`src/rtl/hbfs_params.svh`:
```
// Constants for the half-bridge fault supervisor: offsets, field positions, resets, timing.
`ifndef HBFS_PARAMS_SVH
`define HBFS_PARAMS_SVH

// System clock rate in MHz (period 40 ns).
`define HBFS_CLK_MHZ 25

// Register byte offsets on the APB bus.
`define HBFS_ADDR_GLOBAL 12'h000
`define HBFS_ADDR_OC_A 12'h004
`define HBFS_ADDR_OC_B 12'h008
`define HBFS_ADDR_OL_A 12'h00C
`define HBFS_ADDR_OL_B 12'h010
`define HBFS_ADDR_ACT 12'h014
`define HBFS_ADDR_LIVE 12'h018

// Field positions in the global status register.
`define HBFS_BIT_PREWARN 1
`define HBFS_BIT_TSD 2
`define HBFS_BIT_OV 4
`define HBFS_BIT_UV 5
`define HBFS_BIT_LOAD_ERR 6

// Field positions in the activation control register.
`define HBFS_ACT_HS_LSB 0
`define HBFS_ACT_LS_LSB 8

// Reset values.
`define HBFS_RST_ACT 32'h0000_0000
`define HBFS_RST_STATUS 6'h00

// Filter times in nanoseconds, and their least cycle counts (rounded up).
`define HBFS_OC_FILTER_NS 10000
`define HBFS_OL_FILTER_NS 200000
`define HBFS_OC_FILTER_CYC ((`HBFS_OC_FILTER_NS * `HBFS_CLK_MHZ + 999) / 1000)
`define HBFS_OL_FILTER_CYC ((`HBFS_OL_FILTER_NS * `HBFS_CLK_MHZ + 999) / 1000)

`endif

```
`src/rtl/hbfs_pkg.sv`:
```
// Types shared by the half-bridge fault supervisor design files.
package hbfs_pkg;
  // One bit per half-bridge (six of them).
  typedef logic [5:0] hbfs_bridge_t;
  // Width of the fault filter counters.
  typedef logic [15:0] hbfs_count_t;
endpackage

```
`src/rtl/hbfs_filter.sv`:
```
// Fault filter: a counter that reports when a condition has held for a set number of cycles.
`timescale 1ns/1ns
module hbfs_filter
  import hbfs_pkg::*;
#(
  parameter hbfs_count_t TERMINAL = 16'h00FA
) (
  input wire logic clk_in,
  input wire logic rst_n_in,
  input wire logic cond_in,
  output logic expired_out
);

  hbfs_count_t count_reg; // Cycles for which the condition has held so far.
  hbfs_count_t count_next; // Next counter value.
  logic expired_reg; // High once the condition has held for the full count.
  logic expired_next; // Next expired value.

  // The count restarts whenever the condition drops, so short glitches never accumulate.
  always_comb begin
    count_next = count_reg;
    expired_next = 1'b0;
    if (!cond_in) begin
      count_next = '0;
    end else if (count_reg < TERMINAL) begin
      count_next = count_reg + 16'h0001;
    end else begin
      expired_next = 1'b1;
    end
  end

  // Register the counter and the expired level.
  always_ff @(posedge clk_in or negedge rst_n_in) begin
    if (!rst_n_in) begin
      count_reg <= '0;
      expired_reg <= 1'b0;
    end else begin
      count_reg <= count_next;
      expired_reg <= expired_next;
    end
  end

  assign expired_out = expired_reg;

endmodule // hbfs_filter

```
`src/rtl/hbfs_top.sv`:
```
// Half-bridge fault supervisor: latched diagnostics, output shutdown and an APB register file.
//
// Overview of operation
// Overcurrent or open load sets load error
// Overcurrent latches per-switch overcurrent bit
// Open load latches per-switch bit, output unchanged
// Temperature warning latches prewarning flag only
// Thermal shutdown latches flag, outputs off
// Undervoltage latches flag, outputs auto-recover
// Overvoltage latches flag, outputs auto-recover
// Faults never alter stored activation bits
// Overcurrent filter expiry latches switch off
// Switch stays off while overcurrent bit set
// Host clears error bit to reactivate
// Open load takes no protective action
// Prewarning stays latched, outputs stay active
// Open load blanked during active free-wheeling
// Comparators synchronised; counter filter, parameter count
//
// Decided for this implementation: the placing of the registers and the APB interface to the registers.
`timescale 1ns/1ns
`include "hbfs_params.svh"
module hbfs_top
  import hbfs_pkg::*;
(
  input wire logic clk_in,
  input wire logic rst_n_in,
  // APB slave port.
  input wire logic psel_in,
  input wire logic penable_in,
  input wire logic pwrite_in,
  input wire logic [11:0] paddr_in,
  input wire logic [31:0] pwdata_in,
  output logic [31:0] prdata_out,
  output logic pready_out,
  output logic pslverr_out,
  // Asynchronous comparator levels from the power stages and monitors.
  input wire logic [5:0] hs_oc_cmp_in,
  input wire logic [5:0] ls_oc_cmp_in,
  input wire logic [5:0] hs_ol_cmp_in,
  input wire logic [5:0] ls_ol_cmp_in,
  input wire logic temp_warn_cmp_in,
  input wire logic temp_sd_cmp_in,
  input wire logic supply_uv_cmp_in,
  input wire logic supply_ov_cmp_in,
  // Free-wheeling indication from the PWM engine, same clock.
  input wire logic [5:0] hs_fw_active_in,
  input wire logic [5:0] ls_fw_active_in,
  // Gate commands to the output stages; low means the switch is off.
  output logic [5:0] hs_drive_out,
  output logic [5:0] ls_drive_out
);

  //////////////////////////////////////////////////////////////////////////////
  // Comparator synchronisers.

  localparam int NSYNC = 28; // Width of the bundle of comparator inputs.
  logic [NSYNC-1:0] cmp_raw; // Raw asynchronous comparator levels.
  logic [NSYNC-1:0] sync1_reg; // First stage; read only by the second stage.
  logic [NSYNC-1:0] sync2_reg; // Second stage; the only copy logic reads.
  logic [NSYNC-1:0] sync1_next; // Next first-stage value.
  logic [NSYNC-1:0] sync2_next; // Next second-stage value.

  assign cmp_raw = {supply_ov_cmp_in, supply_uv_cmp_in, temp_sd_cmp_in, temp_warn_cmp_in,
                    ls_ol_cmp_in, hs_ol_cmp_in, ls_oc_cmp_in, hs_oc_cmp_in};

  // Two flops keep metastability out of the fault logic.
  always_comb begin
    sync1_next = cmp_raw;
    sync2_next = sync1_reg;
  end

  // Register the synchroniser stages.
  always_ff @(posedge clk_in or negedge rst_n_in) begin
    if (!rst_n_in) begin
      sync1_reg <= '0;
      sync2_reg <= '0;
    end else begin
      sync1_reg <= sync1_next;
      sync2_reg <= sync2_next;
    end
  end

  logic [11:0] oc_level; // Synchronised overcurrent levels, high sides in the low half.
  logic [11:0] ol_level; // Synchronised open-load levels, same order.
  logic warn_level; // Synchronised temperature warning.
  logic sd_level; // Synchronised thermal shutdown.
  logic uv_level; // Synchronised supply undervoltage.
  logic ov_level; // Synchronised supply overvoltage.

  assign oc_level = sync2_reg[11:0];
  assign ol_level = sync2_reg[23:12];
  assign warn_level = sync2_reg[24];
  assign sd_level = sync2_reg[25];
  assign uv_level = sync2_reg[26];
  assign ov_level = sync2_reg[27];

  //////////////////////////////////////////////////////////////////////////////
  // Per-switch fault filters.

  logic [11:0] enable_vec; // Stored activation bits, high sides in the low half.
  logic [11:0] drive_vec; // Switches actually driven on this cycle.
  logic [11:0] fw_vec; // Switches serving as active free-wheeling.
  logic [11:0] oc_expired; // Overcurrent persisted for the full filter time.
  logic [11:0] ol_expired; // Open load persisted for the full filter time.

  assign fw_vec = {ls_fw_active_in, hs_fw_active_in};

  // Filters run only on a driven switch, as detection is meaningful only while it conducts.
  for (genvar i = 0; i < 12; i++) begin : g_filter
    hbfs_filter #(
      .TERMINAL(16'(`HBFS_OC_FILTER_CYC))
    ) u_oc_filter (
      .clk_in(clk_in),
      .rst_n_in(rst_n_in),
      .cond_in(oc_level[i] & drive_vec[i]),
      .expired_out(oc_expired[i])
    );
    hbfs_filter #(
      .TERMINAL(16'(`HBFS_OL_FILTER_CYC))
    ) u_ol_filter (
      .clk_in(clk_in),
      .rst_n_in(rst_n_in),
      .cond_in(ol_level[i] & drive_vec[i] & ~fw_vec[i]),
      .expired_out(ol_expired[i])
    );
  end

  //////////////////////////////////////////////////////////////////////////////
  // APB decode.

  logic wr_en; // A write completes this cycle.
  logic setup_rd; // Setup phase of a read; read data is captured now.
  logic addr_ok; // The address names a register.
  logic [31:0] wmask; // Write data used as a write-one-to-clear mask.

  assign wr_en = psel_in & penable_in & pwrite_in & addr_ok;
  assign setup_rd = psel_in & ~penable_in & ~pwrite_in;
  assign wmask = pwdata_in;

  // Decode the mapped word addresses.
  always_comb begin
    case (paddr_in)
      `HBFS_ADDR_GLOBAL, `HBFS_ADDR_OC_A, `HBFS_ADDR_OC_B, `HBFS_ADDR_OL_A,
      `HBFS_ADDR_OL_B, `HBFS_ADDR_ACT, `HBFS_ADDR_LIVE: begin
        addr_ok = 1'b1;
      end
      default: begin
        addr_ok = 1'b0;
      end
    endcase
  end

  // Zero wait states; an unmapped address is answered with an error in the access phase.
  assign pready_out = 1'b1;
  assign pslverr_out = psel_in & penable_in & ~addr_ok;

  //////////////////////////////////////////////////////////////////////////////
  // Status flags and activation control.

  logic [11:0] oc_reg; // Latched overcurrent bits.
  logic [11:0] oc_next; // Next overcurrent bits.
  logic [11:0] ol_reg; // Latched open-load bits.
  logic [11:0] ol_next; // Next open-load bits.
  logic prewarn_reg; // Thermal prewarning flag.
  logic prewarn_next; // Next prewarning flag.
  logic tsd_reg; // Thermal shutdown flag.
  logic tsd_next; // Next thermal shutdown flag.
  logic uv_reg; // Supply undervoltage flag.
  logic uv_next; // Next undervoltage flag.
  logic ov_reg; // Supply overvoltage flag.
  logic ov_next; // Next overvoltage flag.
  logic lerr_reg; // Global load error flag.
  logic lerr_next; // Next load error flag.
  logic [11:0] act_reg; // Stored half-bridge activation bits.
  logic [11:0] act_next; // Next activation bits.
  logic [11:0] clr_oc; // Host clear mask for overcurrent bits.
  logic [11:0] clr_ol; // Host clear mask for open-load bits.
  logic [31:0] clr_glb; // Host clear mask for global flags.

  assign enable_vec = act_reg;

  // Clear masks: each status register is write-one-to-clear.
  always_comb begin
    clr_oc = '0;
    clr_ol = '0;
    clr_glb = '0;
    if (wr_en) begin
      case (paddr_in)
        `HBFS_ADDR_GLOBAL: clr_glb = wmask;
        `HBFS_ADDR_OC_A: clr_oc[5:0] = wmask[5:0];
        `HBFS_ADDR_OC_B: clr_oc[11:6] = wmask[5:0];
        `HBFS_ADDR_OL_A: clr_ol[5:0] = wmask[5:0];
        `HBFS_ADDR_OL_B: clr_ol[11:6] = wmask[5:0];
        default: begin
          clr_oc = '0;
        end
      endcase
    end
  end

  // Next flag values. A set in the cycle of a clear always wins, so no event is lost.
  always_comb begin
    oc_next = (oc_reg & ~clr_oc) | oc_expired;
    ol_next = (ol_reg & ~clr_ol) | ol_expired;
    prewarn_next = (prewarn_reg & ~clr_glb[`HBFS_BIT_PREWARN]) | warn_level;
    tsd_next = (tsd_reg & ~clr_glb[`HBFS_BIT_TSD]) | sd_level;
    uv_next = (uv_reg & ~clr_glb[`HBFS_BIT_UV]) | uv_level;
    ov_next = (ov_reg & ~clr_glb[`HBFS_BIT_OV]) | ov_level;
    lerr_next = (lerr_reg & ~clr_glb[`HBFS_BIT_LOAD_ERR])
                | (|oc_expired) | (|ol_expired);
    act_next = act_reg;
    // Only the host changes the activation bits; faults leave them untouched.
    if (wr_en && (paddr_in == `HBFS_ADDR_ACT)) begin
      act_next[5:0] = pwdata_in[`HBFS_ACT_HS_LSB +: 6];
      act_next[11:6] = pwdata_in[`HBFS_ACT_LS_LSB +: 6];
    end
  end

  // Register the flags and the activation bits.
  always_ff @(posedge clk_in or negedge rst_n_in) begin
    if (!rst_n_in) begin
      oc_reg <= '0;
      ol_reg <= '0;
      prewarn_reg <= 1'b0;
      tsd_reg <= 1'b0;
      uv_reg <= 1'b0;
      ov_reg <= 1'b0;
      lerr_reg <= 1'b0;
      act_reg <= 12'h000;
    end else begin
      oc_reg <= oc_next;
      ol_reg <= ol_next;
      prewarn_reg <= prewarn_next;
      tsd_reg <= tsd_next;
      uv_reg <= uv_next;
      ov_reg <= ov_next;
      lerr_reg <= lerr_next;
      act_reg <= act_next;
    end
  end

  //////////////////////////////////////////////////////////////////////////////
  // Output stage gating.

  logic [11:0] drive_reg; // Registered gate commands.
  logic [11:0] drive_next; // Next gate commands.
  logic global_off; // Any condition that turns every stage off.

  // Thermal shutdown holds off through its latched flag; the supply faults follow the live
  // level, so stages return by themselves once the supply is back in range.
  assign global_off = tsd_reg | uv_level | ov_level;

  // A switch drives only while enabled, free of a latched overcurrent and of global faults.
  // Open-load and prewarning flags deliberately play no part here.
  always_comb begin
    drive_next = enable_vec & ~oc_reg & ~oc_expired & {12{~global_off}};
  end

  // Register the gate commands.
  always_ff @(posedge clk_in or negedge rst_n_in) begin
    if (!rst_n_in) begin
      drive_reg <= 12'h000;
    end else begin
      drive_reg <= drive_next;
    end
  end

  assign drive_vec = drive_reg;
  assign hs_drive_out = drive_reg[5:0];
  assign ls_drive_out = drive_reg[11:6];

  //////////////////////////////////////////////////////////////////////////////
  // Read data.

  logic [31:0] rdata_reg; // Read data captured in the setup phase.
  logic [31:0] rdata_next; // Next read data.
  logic [31:0] rd_mux; // Read view of the addressed register.

  // Select the addressed register; unused bits read as zero.
  always_comb begin
    rd_mux = '0;
    case (paddr_in)
      `HBFS_ADDR_GLOBAL: begin
        rd_mux[`HBFS_BIT_PREWARN] = prewarn_reg;
        rd_mux[`HBFS_BIT_TSD] = tsd_reg;
        rd_mux[`HBFS_BIT_OV] = ov_reg;
        rd_mux[`HBFS_BIT_UV] = uv_reg;
        rd_mux[`HBFS_BIT_LOAD_ERR] = lerr_reg;
      end
      `HBFS_ADDR_OC_A: rd_mux[5:0] = oc_reg[5:0];
      `HBFS_ADDR_OC_B: rd_mux[5:0] = oc_reg[11:6];
      `HBFS_ADDR_OL_A: rd_mux[5:0] = ol_reg[5:0];
      `HBFS_ADDR_OL_B: rd_mux[5:0] = ol_reg[11:6];
      `HBFS_ADDR_ACT: begin
        rd_mux[`HBFS_ACT_HS_LSB +: 6] = act_reg[5:0];
        rd_mux[`HBFS_ACT_LS_LSB +: 6] = act_reg[11:6];
      end
      `HBFS_ADDR_LIVE: begin
        rd_mux[`HBFS_ACT_HS_LSB +: 6] = drive_reg[5:0];
        rd_mux[`HBFS_ACT_LS_LSB +: 6] = drive_reg[11:6];
      end
      default: begin
        rd_mux = '0;
      end
    endcase
  end

  // Capture during setup so the data come straight from a flop in the access phase.
  always_comb begin
    rdata_next = rdata_reg;
    if (setup_rd) begin
      rdata_next = rd_mux;
    end
  end

  // Register the read data.
  always_ff @(posedge clk_in or negedge rst_n_in) begin
    if (!rst_n_in) begin
      rdata_reg <= 32'h0000_0000;
    end else begin
      rdata_reg <= rdata_next;
    end
  end

  assign prdata_out = rdata_reg;

endmodule // hbfs_top

```
`config.mk`:
```
export PLATFORM = sky130hd
export DESIGN_NAME = hbfs_top
export DESIGN_NICKNAME = d
export VERILOG_FILES = /design/src/rtl/hbfs_pkg.sv /design/src/rtl/hbfs_filter.sv /design/src/rtl/hbfs_top.sv
export VERILOG_INCLUDE_DIRS = /design/src /design/src/rtl
export SDC_FILE = /design/constraint.sdc
export NUM_CORES = 1
export LEC_CHECK = 0
export ABC_AREA = 0
export CORE_MARGIN = 4
export CORE_UTILIZATION = 30
export CTS_CLUSTER_DIAMETER = 80
export CTS_CLUSTER_SIZE = 10
export DETAILED_ROUTE_END_ITERATION = 12
export DONT_BUFFER_PORTS = 1
export GPL_ROUTABILITY_DRIVEN = 0
export SLEW_MARGIN = 20
export SYNTH_ARGS = -nofsm -noshare
export SYNTH_HDL_FRONTEND = slang
export SYNTH_HIERARCHICAL = 1
export SYNTH_SLANG_ARGS = --single-unit
export TNS_END_PERCENT = 50
```
`constraint.sdc`:
```
create_clock -name clk_in -period 2.3 [get_ports clk_in]
set_clock_uncertainty 0.2 [all_clocks]
set_input_delay 0.23 -clock clk_in [delete_from_list [all_inputs] [get_ports clk_in]]
set_output_delay 0.23 -clock clk_in [all_outputs]
set_load 0.01 [all_outputs]
```
Word level (Yosys, flattened, before mapping):

Cells that the tools add are included.

* input port bits: 89
* flip-flop bits (word level): 530
* word-level logic and storage cells: 341
* output and inout port bits: 46

* add/subtract/negate cells: 24
* $lt $le $gt $ge: 24
* reduce and logical (&&, ||, !) cells: 5
* bitwise operators: 87
* multiplexer cells: 111
* equal/unequal tests: 30

Operators by type and width (count)
* 16-bit 2-to-1 mux: 48
* 16-bit by 1-bit adder with 16-bit output (second input constant): 24
* 16-bit by 13-bit < comparator with 1-bit output (second input constant): 12
* 16-bit by 8-bit < comparator with 1-bit output (second input constant): 12
* 12-bit AND: 5
* 1-bit 2-to-1 mux: 50
* 2-bit inequality test (second input constant): 24
* 12-bit inverter: 4
* 1-bit AND: 47
* 12-bit by 5-bit equality test with 1-bit output (second input constant): 3
* 2-bit case mux with 7 select lines: 2
* 12-bit by 4-bit equality test with 1-bit output (second input constant): 2
* 12-bit 2-to-1 mux: 2
* 6-bit 2-to-1 mux: 4
* 12-bit bitwise OR: 2
* 12-bit OR reduction: 2
* 1-bit inverter: 21
* 7-bit 2-to-1 mux: 2
* 12-bit by 3-bit equality test with 1-bit output (second input constant): 1
* 12-bit logical NOT: 1
* 1-bit case mux with 6 select lines: 2
* 6-bit case mux with 2 select lines: 1
* 1-bit bitwise OR: 8
* 7-bit OR reduction: 1
* 1-bit logical AND: 1

Logic depth before layout (Yosys ltp):

Gate-level depths: netlist (run 1).

* word-level depth: 9
* mapped depth: 6
* depth with buffers taken out: 4

By module:

The synthesis (run 1) kept the hierarchy.

By module, submodules not included
* hbfs_filter (g_filter[0].u_ol_filter ...): times used 12, area each 839.6 um^2, seq. area each 425.4 um^2, cells an instance 80
* hbfs_filter (g_filter[0].u_oc_filter ...): times used 12, area each 754.5 um^2, seq. area each 425.4 um^2, cells an instance 68
* hbfs_top: times used 1, area each 4879.7 um^2, seq. area each 3052.9 um^2, cells an instance 381

Worst setup path after synthesis (run 1):

Ideal clock, no wire load.

* kind: register -> register
* start point: register g_filter[0].u_oc_filter.count_reg[9]
* end point: register g_filter[0].u_oc_filter.count_reg[5]
* path buffers: 0
* stages on the path, launching flop included: 5
* period minus slack after synthesis: 1.747 ns
* setup slack: 0.553 ns
* data arrival time: 1.470 ns
* required time: 2.022 ns
* setup time: 0.078 ns
* cells stage by stage: dfrtp_1 -> nor4_4 -> nand4_2 -> or4_1 -> a21oi_1

* longest elaborated chain between the ends: 2

RTL lines
* from (decl): RTL line hbfs_filter.sv:14 `hbfs_count_t count_reg;`
* from (signal assigned): RTL line hbfs_filter.sv:38 `count_reg <= count_next;`
* 16-bit by 8-bit < comparator with 1-bit output: RTL line hbfs_filter.sv:25 `end else if (count_reg < TERMINAL) begin`
* 2-bit inequality test (no line)

No other way between the ends.
A chain may end at the register's enable or synchronous reset.

Worst setup path after layout (run 1):

* start point: input port paddr_in[0]
* end point: register ol_reg[3]

* longest elaborated chain between the ends: 8
* elaborated cells between the ends (all ways): 15
* classes of those cells: eq/ne (6); mux (3); bitwise (4); reduce/logical (2)

RTL lines
* from (decl): RTL line hbfs_top.sv:32 `input wire logic [11:0] paddr_in,`
* 12-bit by 5-bit equality test with 1-bit output (tied with other cells): RTL line hbfs_top.sv:143 `case (paddr_in)`
* 7-bit OR reduction: RTL line hbfs_top.sv:143
* 1-bit 2-to-1 mux: RTL line hbfs_top.sv:143
* 1-bit AND: RTL line hbfs_top.sv:137 `assign wr_en = psel_in & penable_in & pwrite_in & addr_ok;`
* 12-bit 2-to-1 mux *: RTL line hbfs_top.sv:188 `if (wr_en) begin`
* 12-bit inverter *: RTL line hbfs_top.sv:205 `ol_next = (ol_reg & ~clr_ol) | ol_expired;`
* 12-bit AND *: RTL line hbfs_top.sv:205
* 12-bit bitwise OR *: RTL line hbfs_top.sv:205
* via ol_next[3]: RTL line hbfs_top.sv:164 `logic [11:0] ol_next;`
* to (signal assigned): RTL line hbfs_top.sv:233 `ol_reg <= ol_next;`
* to (decl): RTL line hbfs_top.sv:163 `logic [11:0] ol_reg;`

Mark *: on every way through the listed nets, which the timed path passes. The rest lies on a longest branch.

==> impl_results.md, run 1 <==
- Final Hold Fails: 530
- Syn_area_per_cell: about 11 um^2
- Max-slew violation count: between 300 and 400
- Number of flops mapped to enable cells by yosys: 0
- Critical path type: primary input to flop
- CTS tree: built
- Cells after Synth: approximately 2,200
- Total global routing overflow: 0
- Post-CTS Setup Bufs: 0
- Fill count: 7,718
- Crit path launch type: primary input
- Arr. time, crit path: approximately 2600 ps
- Share of cells above drive strength 1: approximately a tenth
- Synth top cells by count: 530 x dfrtp_1, 194 x a21oi_1, 145 x and2_1
- DRC viols: 0
- Placed inst area: ~25,000 um^2
- DR vias: between 15,000 and 20,000
- Yosys top cell area share: between 50% and 60%
- F_max: ~0.44 GHz
- Worst setup EP type: flop
- Leakage: 11.36 nW
- Crit Path Max Fanout: 28
- IO Pins: 135
- Pwr Density: 649.4 nW/um^2
- Initial Util: a little under a third
- Die area: about 85,000 um^2
- Final design utilization: between 30% and 40%
- Drt first pass iters: 5
- Worst Max-Slew Pin Slew: around 1900 ps
- Die H: ~290 um
- Minimum clock period: 2249 ps
- Pin count of the biggest net entering global routing: ~530
- Drt via density: 5.179
- Worst VDD drop: 0.0005348 V
- Vias in the first global route: around 17,000
- Worst slew margin: -27.87%
- Design Area, Final: about 28,000 um^2
- Flip-flop and latch count after synthesis: 530
- Leading area contributor after synthesis: dfrtp_1
- Cell with the most instances after synthesis: dfrtp_1
- Final ANT Viol Nets: 0
- MaxCap Viol Count: 0
- TritonCTS Buffers: 60
- Die X: ~290 um
- Primary FF master, synth: dfrtp_1
- Synth-to-Final Area Change: 15.86%
- Wire per inst: 16.42 um
- Site Rows: approximately 100
- Fin crit share: a little over nine tenths
- Global-route wire length before repair: a little over 90 mm
- RSZ-0062 raised after global routing: no
- HP Class: primary input to async pin
- Sequential element share of the synthesized area: 55.24%
- Required @ worst endpoint: ~2600 ps
- Initial antenna violation count: 3
- CTS clk-pin slew, worst paths: 60 ps
- Cell variety after synth: 55
- Status: finished, violations left
- GRT Overall Usage: between 10% and 20%
- Core ar.: a little under 80,000 um^2
- TNS Setup: 0 ps
- Clock buffer depth: 3
- Post-CTS Hold Buffers: roughly 110
- Worst-Skew Late Latency: around 630 ps
- FFs w/ async S/R, synth: between 90% and 100%
- Synth area leaders: dfrtp_1 55%, a21oi_1 4.0%, and2_1 3.8%
- Clk root buf: clkbuf_16
- DR iter-0 viols: 1,385
- Dpl hpwl: about 37 mm
- Yosys warns: 6
- Post-Syn Area: roughly 24,000 um^2
- Port-buffer cells: 0
- H-tree depth: 2
- Fin nets: 2,410
- Failing checks: hold timing, slew limit
- Hold WS: -794.8 ps
- # setup viols final: 0
- Wirelength, routed: roughly 55 mm
- Total clock sinks: 530
[power by group]
| group | leakage [nW] | switching, mW | internal [mW] |
|---|---|---|---|
| clock network | 0.793 | 3.65 | 4.75 |
| logic | 3.31 | 0.118 | 0.133 |
| registers | 7.26 | 0.0255 | 9.38 |
| total | 11.4 | 3.80 | 14.3 |
[metrics by stage]
stage / setup slack, ps / hold slack, ps / std cells / power, mW
floorplan: 552.9 / -265.6 / 2175 / 9.657
CTS: 9.311 / -918.2 / 3354 / 18.40
finish: 51.27 / -794.8 / 3356 / 18.07
detailed placement: 346.2 / -233.4 / 3176 / 9.651
global placement: 403.8 / -196.1 / 3176 / 9.650
global route: 27.84 / -837.0 / 3355 / 18.78
[critical path, stage by stage]
cell	delay, ps
dlygate4sd3_1	580
nor4_4	180
and4_1	310
buf_4	330
nand4_1	150
dlygate4sd3_1	590
a21o_1	180
[worst paths after layout]
check | startpoint | end | slack, ps | depth (start not counted)
min in group clk_in | paddr_in[3] | act_reg[6] | 30 | 5
setup / recovery | paddr_in[0] | ol_reg[3] | 50 | 7
max in group asynchronous | rst_n_in | sync2_reg[7] | 1270 | 0
hold / removal | rst_n_in | sync1_reg[21] | -790 | 0
hold reg to reg | sync1_reg[21] | sync2_reg[21] | 140 | 0
setup reg to reg | g_filter[1].u_oc_filter/count_reg[14] | g_filter[1].u_oc_filter/count_reg[2] | 340 | 4
[routing by layer]
| metal | global-route usage [%] | vias to the layer above | share of wire [%] |
|---|---|---|---|
| li1 | - | 8198 | - |
| met1 | 17.46 | 8710 | 46 |
| met2 | 20.36 | 392 | 46 |
| met3 | 2.342 | 82 | 4.9 |
| met4 | 3.999 | 0 | 2.5 |
| met5 | 0 | - | 0 |
[cells in the final DEF (no fill, tap or decap), drive strengths merged, types with 3 or more instances in the layout]
cell / count
a211oi: 15
a21o: 28
a21oi: 194
a22o: 13
and2: 169
and3: 29
buf: 17
clkbuf: 62
clkinv: 3
conb: 20
dfrtp: 530
dlygate4sd3: 106
ha: 24
inv: 111
mux2: 18
mux2i: 17
nand2: 109
nand3: 63
nand4: 91
nor2: 88
nor2b: 5
nor3: 27
nor4: 55
nor4b: 13
o211ai: 13
o21a: 12
o21ai: 113
o31a: 12
o31ai: 96
o41ai: 24
or2: 24
or3: 62
or3b: 12
or4: 96
xor2: 12
[layout make-up]
cell class | instances | area (um^2) | share of cell area (%)
Tap cell | 1050 | 1314 | 4.723
Sequential cell | 530 | 13260 | 47.68
Inverter | 110 | 412.9 | 1.484
Clock inverter | 7 | 118.9 | 0.4273
Antenna cell | 2 | 5.005 | 0.01799
Timing Repair Buffer | 125 | 1230 | 4.422
Clock buffer | 62 | 1519 | 5.461
Multi-Input combinational cell | 1470 | 9955 | 35.79
[cell families (layout without fill, tap and decap cells)]
group	count (synthesis)	in the layout	share of synthesized area, %
AO/OA/AOI/OAI	533	533	14.01
XOR/XNOR	12	12	0.4378
multiplexers	36	36	1.803
buffers and inverters	175	304	3.575
adder cells (fa/ha/maj)	24	24	1.251
AND/OR/NAND/NOR	845	845	23.64
flip-flops	530	530	55.24
other	2	22	0.03128
[repair_timing]
action / CTS / global route
setup endpoints to repair: 0 / 15
endpoints found under the hold margin: 816 / 530
resized for setup: 0 / 3
No activity file was read; power rests on OpenSTA's default activity.
==> run 2, diff against run 1 <==
Settings changed: CTS_BUF_LIST set to sky130_fd_sc_hd__clkbuf_8.
==> impl_results.md, run 2 (synthesized netlist as in run 1, its figures left out) <==
- Status: finished, violations left (unchanged)
- Failing checks: hold timing, slew limit (unchanged)
- Fin nets: 2,436 (was 2,410)
- DR iter-0 viols: 1,413 (was 1,385)
- Initial Util: 30.34% (unchanged)
- Most frequent cells in the layout: 530 x dfrtp_1, 194 x a21oi_1, 145 x and2_1 (unchanged)
- Total clock sinks: 530 (unchanged)
- Site Rows: 103 (unchanged)
- Most used cell, CP: dlygate4sd3_1 (unchanged)
- Core ar.: 79,130 um^2 (unchanged)
- Design Area, Final: 27,380 um^2 (was 27,820 um^2)
- Switch Pwr: 3.428 mW (was 3.796 mW)
- Final ANT Viol Nets: 0 (unchanged)
- Setup WS pre-CTS: 346.2 ps (unchanged)
- Minimum clock period: 2239 ps (was 2249 ps)
- Crit Path Max Fanout: 12 (was 28)
- Worst Path Buf+Inv: 3 (unchanged)
- Final Hold Fails: 530 (unchanged)
- TritonCTS Buffers: 60 (unchanged)
- CTS clk-pin slew, worst paths: 70 ps (was 60 ps)
- Combinational Power Share: 1.7% (was 1.4%)
- Final design utilization: 34.61% (was 35.15%)
- H-tree depth: 2 (unchanged)
- Critical path type: primary input to flop (unchanged)
- HP Class: primary input to async pin (unchanged)
- RSZ-0062 raised after global routing: no (unchanged)
- Worst Setup SP: paddr_in[0] (unchanged)
- MaxCap Viol Count: 0 (unchanged)
- Max-slew violation count: 408 (was 393)
- Dpl hpwl: 36.81 mm (unchanged)
- Global-route wire length before repair: 90.93 mm (was 90.54 mm)
- GRT Overall Usage: 12.73% (was 12.69%)
- Worst setup EP type: flop (unchanged)
- Total global routing overflow: 0 (unchanged)
- Post-route setup slack: 61.00 ps (was 51.27 ps)
- Sequential Power Share: 60.8% (was 52.1%)
- Clk pwr share: 37.5% (was 46.5%)
- Hold WS: -864.7 ps (was -794.8 ps)
- Pin count of the biggest net entering global routing: 531 (unchanged)
- Required @ worst endpoint: 2680 ps (was 2620 ps)
- Crit path launch type: primary input (unchanged)
- DR vias: 17,468 (was 17,382)
- Drt first pass iters: 5 (unchanged)
- Drt via density: 5.162 (was 5.179)
- Worst-Skew Late Latency: 710 ps (was 630 ps)
- IO Pins: 135 (unchanged)
- Fill count: 7,788 (was 7,718)
- TNS Setup: 0 ps (unchanged)
- Worst Max-Slew Pin Slew: 2059 ps (was 1918 ps)
- Internal: 12.01 mW (was 14.27 mW)
- Leakage: 11.18 nW (was 11.36 nW)
- F_max: 0.4466 GHz (was 0.4447 GHz)
- Synth-to-Final Area Change: 14.06% (was 15.86%)
- CTS tree: built (unchanged)
- # setup viols final: 0 (unchanged)
- Pwr Density: 563.9 nW/um^2 (was 649.4 nW/um^2)
- Die H: 290.9 um (unchanged)
- Port-buffer cells: 0 (unchanged)
- Die X: 290.9 um (unchanged)
- Most common cell after layout, fill and taps aside: dfrtp_1 (unchanged)
- Crit path max-delay cell type: dlygate4sd3_1 (unchanged)
- Share of cells above drive strength 1: 10.26% (was 10.33%)
- Switching part of the total: 22.20% (was 21.01%)
- Clock buffer depth: 3 (unchanged)
- Wirelength, routed: 55.36 mm (was 55.09 mm)
- Crit-path cells: dlygate4sd3_1 -> nor4_4 -> nand2_1 -> nor3_4 -> buf_4 -> mux2_2 -> dlygate4sd3_1 (was dlygate4sd3_1 -> nor4_4 -> and4_1 -> buf_4 -> nand4_1 -> dlygate4sd3_1 -> a21o_1)
- DRC viols: 0 (unchanged)
- Die area: 84,620 um^2 (unchanged)
- Arr. time, crit path: 2620 ps (was 2570 ps)
- Post-CTS Setup Bufs: 0 (unchanged)
- Worst VDD drop: 0.0004231 V (was 0.0005348 V)
- Post-CTS Hold Buffers: 135 (was 109)
- Placed inst area: 25,060 um^2 (unchanged)
- Reg2reg start: oc_reg[6] (was g_filter[1].u_oc_filter/count_reg[14])
- Initial antenna violation count: 4 (was 3)
- Worst slew margin: -37.26% (was -27.87%)
- Fin crit share: 97.35% (was 97.77%)
- Clk root buf: clkbuf_8 (was clkbuf_16)
- CP peak stage delay: 580 ps (was 590 ps)
- Top Family by Delay on Critical Path: buffers and inverters (unchanged)
- Wire per inst: 16.36 um (was 16.42 um)
- Vias in the first global route: 17,587 (was 17,441)
run 2: changes by cell type in the layout (fill, tap and decap cells not counted), sizes merged:
| cell | before | now |
|---|---|---|
| diode | 2 | 4 |
| clkinv | 3 | 2 |
| clkbuf | 62 | 61 |
| inv | 111 | 112 |
| dlygate4sd3 | 106 | 130 |
| clkinvlp | 2 | 3 |
| dlymetal6s4s | 2 | 4 |
run 2: final cells by class:
cell class	instances	area (um^2)	share of cell area, %
Sequential cell	530	13260	48.43
Inverter	110	412.9	1.508
Multi-Input combinational cell	1470	9960	36.37
Timing Repair Buffer	151	1491	5.446
Antenna cell	4	10.01	0.03655
Clock inverter	8	93.84	0.3427
Tap cell	1050	1314	4.798
Clock buffer	61	839.6	3.066
run 2: metrics by stage:
stage	total power [mW]	cells
global route	16.13	3382
floorplan	9.657	2175
finish	15.44	3384
detailed placement	9.651	3176
global placement	9.650	3176
CTS	15.77	3380
run 2: final timing paths:
path | endpoint | slack, ps | cells past startpoint
setup / recovery | act_reg[0] | 60 | 7
hold / removal | sync1_reg[21] | -860 | 0
setup reg to reg | prdata_out[0] | 130 | 5
hold reg to reg | sync2_reg[21] | 150 | 0
max in group asynchronous | sync2_reg[7] | 1230 | 0
min in group clk_in | prdata_out[5] | 90 | 4
run 2: power groups by stage:
stage	Sequential [mW]	Clock, mW	Combinational, mW
CTS	9.39	6.13	0.252
detailed placement	9.57	0	0.0795
global placement	9.57	0	0.0787
finish	9.39	5.79	0.259
floorplan	9.56	0	0.102
global route	9.39	6.47	0.276
run 2: what timing repair did:
item / CTS / global route
gates resized for setup: 0 / 5
endpoints found under the hold margin: 816 / 530
setup endpoints to repair: 0 / 20
run 2: per-layer routing:
metal  vias up  wire (um)  share of wire, %  track usage [%]
li1       8245          -                 -                -
met1      8756      25300                46            17.41
met2       377      25730                46            20.46
met3        90       3055               5.5            2.678
met4         0       1283               2.3            3.652
met5         -          0                 0                0
